## config.mk

```make
export PLATFORM = sky130hd
export DESIGN_NAME = dpis_datapath_init_sequencer
export DESIGN_NICKNAME = d
export VERILOG_FILES = /design/src/rtl/dpis_datapath_init_sequencer.v
export VERILOG_INCLUDE_DIRS = /design/src /design/src/rtl
export SDC_FILE = /design/constraint.sdc
export NUM_CORES = 1
export LEC_CHECK = 0
export BUFFER_PORTS_ARGS = -buffer_cell sky130_fd_sc_hd__clkbuf_2
export CAP_MARGIN = 25
export CORE_AREA = 5 5 168 170
export DETAILED_ROUTE_END_ITERATION = 16
export DIE_AREA = 0 0 173 175
export PLACE_DENSITY = 0.48
export SLEW_MARGIN = 20
export SYNTH_ARGS = -nofsm -noshare
export SYNTH_HDL_FRONTEND = slang
export SYNTH_SLANG_ARGS = --single-unit
```

## constraint.sdc

```tcl
create_clock -name clk_sys_i -period 2.04 [get_ports clk_sys_i]
set_input_delay 0 -clock clk_sys_i [delete_from_list [all_inputs] [get_ports clk_sys_i]]
set_output_delay 0 -clock clk_sys_i [all_outputs]
set_load 0.01 [all_outputs]
```

## src/rtl/dpis_map.vh

```
/*
 * Constants for the data path init sequencer: lane count, field widths,
 * reset values, state codes, status codes and timing counts.
 * Assumes inclusion by bare name from the design file.
 */
`ifndef DPIS_MAP_VH
`define DPIS_MAP_VH

`define DPIS_LANES 8
`define DPIS_APSEL_W 4
`define DPIS_DEINIT_RST 8'h00
`define DPIS_DEINIT_HOLD 8'hFF
`define DPIS_DEFAULT_APSEL 4'h1
`define DPIS_ST_DEACT 2'h0
`define DPIS_ST_INIT 2'h1
`define DPIS_ST_INITD 2'h2
`define DPIS_CS_UNDEF 2'h0
`define DPIS_CS_ACCEPT 2'h1
`define DPIS_CS_REJECT 2'h2
`define DPIS_CS_BUSY 2'h3
`define DPIS_INIT_TIME_NS 1000
`define DPIS_CLK_NS 50
`define DPIS_INIT_CYC ((`DPIS_INIT_TIME_NS + `DPIS_CLK_NS - 1) / `DPIS_CLK_NS)

`endif

```

## src/rtl/dpis_datapath_init_sequencer.v

```verilog
/*
 * Data path init sequencer: validates staged per-lane application codes,
 * copies them to the active set, steps the per-lane data path state
 * from deactivated through initializing to initialized, and raises the
 * sticky state-changed flags that drive the interrupt.
 * Assumes host-side register decode on the same clock delivers write
 * strobes and flag-read strobes as one-cycle pulses. Inputs share the
 * clock, so none passes a synchroniser here.
 * Limitation: one shared init timer; a lane released later delays the rest.
 */
// Behaviour
// - Apply-init write triggers validation of staged set 0 for selected lanes.
// - Valid: copy to active set, then init-pending bits, then config status last.
// - Deinit condition false moves lane from deactivated to initializing.
// - While initializing, init resources and clear init-pending bits.
// - Init done: enter initialized, set state-changed flags, raise interrupt.
// - Deinit mask resets to 00h; host writes FFh to hold paths deinitialized.
// - Power on loads default configuration into active and staged sets.

`timescale 1ns/1ps
`default_nettype none
`include "dpis_map.vh"

module dpis_datapath_init_sequencer (
    // Clock and reset
    input wire clk_sys_i,
    input wire reset_n_i,
    // Module state
    input wire module_ready_state_i,
    // Staged set 0 write port
    input wire staged_wr_i,
    input wire [2:0] staged_lane_i,
    input wire [`DPIS_APSEL_W-1:0] application_select_code_i,
    // Apply-init, deinit mask and flag read strobes
    input wire apply_init_wr_i,
    input wire [`DPIS_LANES-1:0] apply_init_lane_mask_i,
    input wire deinit_wr_i,
    input wire [`DPIS_LANES-1:0] lane_deinit_mask_i,
    input wire flag_rd_i,
    // Application codes the module supports, one bit per code
    input wire [15:0] supported_apps_i,
    // Status outputs
    output reg [`DPIS_LANES*`DPIS_APSEL_W-1:0] active_app_o,
    output reg [`DPIS_LANES*`DPIS_APSEL_W-1:0] staged_app_o,
    output reg [`DPIS_LANES-1:0] init_pending_bits_o,
    output reg [`DPIS_LANES*2-1:0] config_status_fields_o,
    output reg [`DPIS_LANES-1:0] lane_deinit_mask_o,
    output reg [`DPIS_LANES*2-1:0] path_state_o,
    output reg [`DPIS_LANES-1:0] path_state_changed_flag_o,
    output reg interrupt_o
);

    // Apply walk states
    localparam [1:0] AP_IDLE = 2'h0;
    localparam [1:0] AP_COPY = 2'h1;
    localparam [1:0] AP_PEND = 2'h2;
    localparam [1:0] AP_STAT = 2'h3;
    // Count fits in 8 bits; the slice keeps the width explicit
    localparam [31:0] INIT_CYC_FULL = `DPIS_INIT_CYC;
    localparam [7:0] INIT_CYC = INIT_CYC_FULL[7:0];

    reg [1:0] ap_state_r;
    reg [`DPIS_LANES-1:0] ap_mask_r;
    reg [`DPIS_LANES-1:0] ap_ok_r;
    reg [7:0] init_cnt_r;
    reg [`DPIS_LANES-1:0] set_flag_nxt;
    reg [`DPIS_LANES-1:0] ok_nxt;
    // One loop index per process keeps each variable single-driven
    integer i_ok;
    integer i_ap;
    integer i_fl;
    integer i_st;

    // Validation: each selected lane must carry a nonzero supported code
    always @* begin
        ok_nxt = {`DPIS_LANES{1'b0}};
        // Code 0 is never valid, whatever the supported mask says
        for (i_ok = 0; i_ok < `DPIS_LANES; i_ok = i_ok + 1) begin
            ok_nxt[i_ok] = (staged_app_o[i_ok*4 +: 4] != 4'h0) &&
                supported_apps_i[staged_app_o[i_ok*4 +: 4]];
        end
    end

    // Apply sequence walks copy, pending, status one step per cycle so
    // status is never seen updated before the active set.
    always @(posedge clk_sys_i or negedge reset_n_i) begin
        if (!reset_n_i) begin
            ap_state_r <= AP_IDLE;
            ap_mask_r <= 8'h00;
            ap_ok_r <= 8'h00;
            active_app_o <= {`DPIS_LANES{`DPIS_DEFAULT_APSEL}};
            staged_app_o <= {`DPIS_LANES{`DPIS_DEFAULT_APSEL}};
            init_pending_bits_o <= 8'h00;
            config_status_fields_o <= 16'h0000;
        end else begin
            if (staged_wr_i && ap_state_r == AP_IDLE) begin
                staged_app_o[staged_lane_i*4 +: 4] <= application_select_code_i;
            end
            case (ap_state_r)
                AP_IDLE: begin
                    // A zero mask selects nothing and starts no walk
                    if (apply_init_wr_i && apply_init_lane_mask_i != 8'h00) begin
                        ap_mask_r <= apply_init_lane_mask_i;
                        ap_ok_r <= ok_nxt;
                        for (i_ap = 0; i_ap < `DPIS_LANES; i_ap = i_ap + 1) begin
                            if (apply_init_lane_mask_i[i_ap]) begin
                                config_status_fields_o[i_ap*2 +: 2] <= `DPIS_CS_BUSY;
                            end
                        end
                        ap_state_r <= AP_COPY;
                    end
                end
                AP_COPY: begin
                    for (i_ap = 0; i_ap < `DPIS_LANES; i_ap = i_ap + 1) begin
                        // Rejected lanes keep their active code
                        if (ap_mask_r[i_ap] && ap_ok_r[i_ap]) begin
                            active_app_o[i_ap*4 +: 4] <= staged_app_o[i_ap*4 +: 4];
                        end
                    end
                    ap_state_r <= AP_PEND;
                end
                AP_PEND: begin
                    ap_state_r <= AP_STAT;
                end
                AP_STAT: begin
                    for (i_ap = 0; i_ap < `DPIS_LANES; i_ap = i_ap + 1) begin
                        if (ap_mask_r[i_ap]) begin
                            config_status_fields_o[i_ap*2 +: 2] <= ap_ok_r[i_ap] ?
                                `DPIS_CS_ACCEPT : `DPIS_CS_REJECT;
                        end
                    end
                    ap_state_r <= AP_IDLE;
                end
                default: ap_state_r <= AP_IDLE;
            endcase
            // Pending set in the middle step, cleared while initializing
            // Clear has priority: pending drops one cycle after a lane enters initializing
            for (i_ap = 0; i_ap < `DPIS_LANES; i_ap = i_ap + 1) begin
                if (path_state_o[i_ap*2 +: 2] == `DPIS_ST_INIT) begin
                    init_pending_bits_o[i_ap] <= 1'b0;
                end else if (ap_state_r == AP_PEND && ap_mask_r[i_ap] && ap_ok_r[i_ap]) begin
                    init_pending_bits_o[i_ap] <= 1'b1;
                end
            end
        end
    end

    // Deinit mask register
    // Host merges its own lanes first; the whole mask is replaced here
    always @(posedge clk_sys_i or negedge reset_n_i) begin
        if (!reset_n_i) begin
            lane_deinit_mask_o <= `DPIS_DEINIT_RST;
        end else if (deinit_wr_i) begin
            lane_deinit_mask_o <= lane_deinit_mask_i;
        end
    end

    // Per-lane path state; one shared init timer, all lanes entering
    // together finish together. A later lane restarts the timer.
    always @* begin
        set_flag_nxt = 8'h00;
        for (i_fl = 0; i_fl < `DPIS_LANES; i_fl = i_fl + 1) begin
            if (path_state_o[i_fl*2 +: 2] == `DPIS_ST_INIT && init_cnt_r == 8'h01) begin
                set_flag_nxt[i_fl] = 1'b1;
            end
        end
    end

    always @(posedge clk_sys_i or negedge reset_n_i) begin
        if (!reset_n_i) begin
            path_state_o <= 16'h0000;
            init_cnt_r <= 8'h00;
            path_state_changed_flag_o <= 8'h00;
            interrupt_o <= 1'b0;
        end else begin
            if (init_cnt_r != 8'h00) begin
                init_cnt_r <= init_cnt_r - 8'h01;
            end
            for (i_st = 0; i_st < `DPIS_LANES; i_st = i_st + 1) begin
                case (path_state_o[i_st*2 +: 2])
                    `DPIS_ST_DEACT: begin
                        // Deinit condition: not ready or lane held in deinit
                        if (module_ready_state_i && !lane_deinit_mask_o[i_st] &&
                                ap_state_r == AP_IDLE) begin
                            path_state_o[i_st*2 +: 2] <= `DPIS_ST_INIT;
                            init_cnt_r <= INIT_CYC;
                        end
                    end
                    `DPIS_ST_INIT: begin
                        if (set_flag_nxt[i_st]) begin
                            path_state_o[i_st*2 +: 2] <= `DPIS_ST_INITD;
                        end
                    end
                    `DPIS_ST_INITD: begin
                        // Deactivation is not handled; initialized lanes stay
                        path_state_o[i_st*2 +: 2] <= `DPIS_ST_INITD;
                    end
                    default: path_state_o[i_st*2 +: 2] <= `DPIS_ST_DEACT;
                endcase
            end
            // Set wins over a same-cycle flag read
            if (flag_rd_i) begin
                path_state_changed_flag_o <= set_flag_nxt;
            end else begin
                path_state_changed_flag_o <= path_state_changed_flag_o | set_flag_nxt;
            end
            // Interrupt follows the flag bits held after this edge
            interrupt_o <= (flag_rd_i ? set_flag_nxt :
                (path_state_changed_flag_o | set_flag_nxt)) != 8'h00;
        end
    end

endmodule
`default_nettype wire

```

==> results.md <==
* Overall global routing resource usage at 16.2%
* DRC at 0
* 1st-pass router iterations at 7
* Crit-path max cell delay at 0.57 ns
* Final core occ at 38.3%
* Async SR Flop Fraction at 100%
* Main flop type after synthesis: dfrtp_1
* First-pass GRT wire length at 38.6 mm
* Clock Pin Slew Worst Setup and Hold Paths at 0.06 ns
* Commonest cells after routing, fill and taps aside: clkbuf_2, dfrtp_1, mux2_2
* TritonCTS Sinks at 147
* Final setup viols at 0
* Most area-consuming cells after synthesis: dfrtp_1, mux2_2, ha_1
* Static leakage at about 4.7 nW
* Wl on met1 at 11.4 mm
* Worst Clk Skew at 0.0193 ns
* Rows at 60
* Number of antenna diodes at 0
* 1st-iter DRT viols at 343
* Met3 wire len at around 1.3 mm
* Crit path capture type: register
* Hold_ws at approximately 0.05 ns
* Post-Synthesis Cells at about 670
* CP required at between 2 and 2.5 ns
* Post-synth top area share at 42.1%
* Core area at 26,600 um2
* Cell Chain, Critical Path: or4_4 > nor4b_4 > buf_6 > o21ai_0 > mux2_2
* Cell Area, Synth at 7790 um2
* Crit path kind: reg2reg
* Clk buf depth at 2
* Achievable clock frequency at ~500 MHz
* Warnings, synthesis at 0
* Synthesized area per cell at 11.6 um2
* Storage cell area at 3700 um2
* Yosys cell types at 52
* Pins Over Slew Limit at 0
* Worst EP arrival at about 2.3 ns
* Die area at 30,300 um2
* Tcrit/Tclk final at 96.3%
* Worst vdd ir at 584 uV
* Synth-to-Final Area Change at 30.5%
* Status: finished, final reports clean
* PortBufs at 165
* TritonCTS Buffers at 17
* CTS H-tree lvls at 4
* Routed vias/inst at slightly below 5
* Clock Latency Late Sink at 0.43 ns
* Kind of start point of the critical path: register
* I/O pin total at 167
* Crit path max-delay family: simple AND/OR/NAND/NOR gates
* Min-Delay Path Class: in2reg
* Number of antenna-violating nets in the routed design at 0
* Syn Nets at ~750
* Slew margin rel. at a little over three fifths
* Congestion Overflow GR at 0
* Most common cell after layout, fill and taps aside: clkbuf_2
* Post-synth EDFFs at 0
* Post-Route WL at 24.2 mm
* Routed wire per std cell at 19.4 um
* Hpwl dp at 17.9 mm
* Yosys reg bits at roughly 150
* Max layer used: met4
* Die height at ~180 um
* Post-synth top area cell: dfrtp_1
* Worst-Margin Slew at between 0.5 and 0.6 ns
* Slowest-stage cell, CP: or4_4
* CP max FO at 9
* Vias in the first global route at roughly 6,500
* WL met2 at 11.4 mm
* Die width at 173 um
* Post-synthesis sequential area ratio at 47.5%
* Hold Fails Final Rpt at 0
* Pin count of the biggest net entering global routing at 56
* Multi-input logic area at ~3800 um2
* CTS tree: yes
* MaxCap Viol Count at 0
* Final Critical Period at between 1.5 and 2 ns
* Fill count at around 2,700
* CP Buf/Inv Count at 1
* Clock root cell: clkbuf_16
* Layout cells sized above 1 at approximately two fifths
* Gp weighted congestion at 0.874
* Overall Power at 14.4 mW
* Pwr dens at 1410 nW/um2
* Initial cell density of the core at slightly below 30%
* Initial antenna violation count at 0
* Via Count at 6,115
* RSZ-0062 raised after global routing: yes
* Final net count at 976
## sequential cells by signal, summed over array words and instances (netlist names)
name,flops
staged_app_o,32
init_pending_bits_o,8
path_state_changed_flag_o,8
active_app_o,32
lane_deinit_mask_o,8
path_state_o,16
ap_state_r,2
ap_ok_r,8
ap_mask_r,8
init_cnt_r,8
interrupt_o,1
config_status_fields_o,16
## final cells by class
cell class	count	area share [%]
repair buffers	234	14.3
well taps	341	4.20
clock inverters	13	1.49
clock buffers	19	4.36
inverters	55	2.03
flip-flops and latches	147	36.4
multi-input cells	441	37.2
## routing by layer
metal,global-route usage [%],vias up
met5,0,-
met4,3.09,0
met3,4.05,9
met2,26.3,183
met1,22.1,3011
li1,-,2912
## synth_stat cells, drive strengths merged (8+ instances only)
cell	n
a21oi	16
nand2	51
nor2	25
mux4	16
nor4b	10
nand3	15
ha	34
inv	55
a22o	8
mux2i	18
buf	11
o21ai	35
clkbuf	17
nor4	18
a2111oi	9
a31oi	10
dfrtp	131
dfstp	16
mux2	97
## power breakdown
part	switching [mW]	leakage [nW]	internal (mW)
combinational	2.91	2.63	2.94
sequential	1.26	1.81	4.06
clock	1.34	0.288	1.85
total	5.51	4.73	8.85
## per-stage QoR
step           instance area (um2)  TNS (ns)  setup WS [ns]  std cells
2_1_floorplan                 7790    -0.180        -0.0301        671
3_3_place_gp                  9190         0         0.0209       1182
3_5_place_dp                  9190    -0.459        -0.0683       1182
4_1_cts                      10100         0        0.00923       1250
5_1_grt                      10200   -0.0161       -0.00866       1250
6_report                     10200         0         0.0752       1250
## final timing paths
check | start | endpoint | slack [ns] | cells past startpoint
max in group asynchronous | reset_n_i | active_app_o[20] | 1.15 | 3
min | deinit_wr_i | lane_deinit_mask_o[0] | 0.05 | 2
min in group asynchronous | reset_n_i | path_state_changed_flag_o[3] | 0.13 | 2
min reg2reg | active_app_o[25] | active_app_o[25] | 0.50 | 2
max reg2reg | init_cnt_r[3] | path_state_o[14] | 0.08 | 5
max | init_cnt_r[3] | path_state_o[14] | 0.08 | 5
## cell families (layout without fill, tap and decap cells)
kind of cell             after synthesis  after routing  share of synthesized area [%]
flip-flops                           147            147                           47.5
multiplexers                         131            131                           21.0
XOR/XNOR                               7              7                          0.787
AO/OA/AOI/OAI                        114            114                           9.95
AND/OR/NAND/NOR                      155            155                           11.1
buffers and inverters                 83            321                           4.24
adder cells (fa/ha/maj)               34             34                           5.46
## repair_timing
action,CTS,global route
setup buffers,0,0
resized for setup,1,13
pin swaps,0,1
hold buffers,36,0
setup endpoints to repair,8,25
hold endpoints to repair,134,0
No activity file was read; power rests on OpenSTA's default activity.
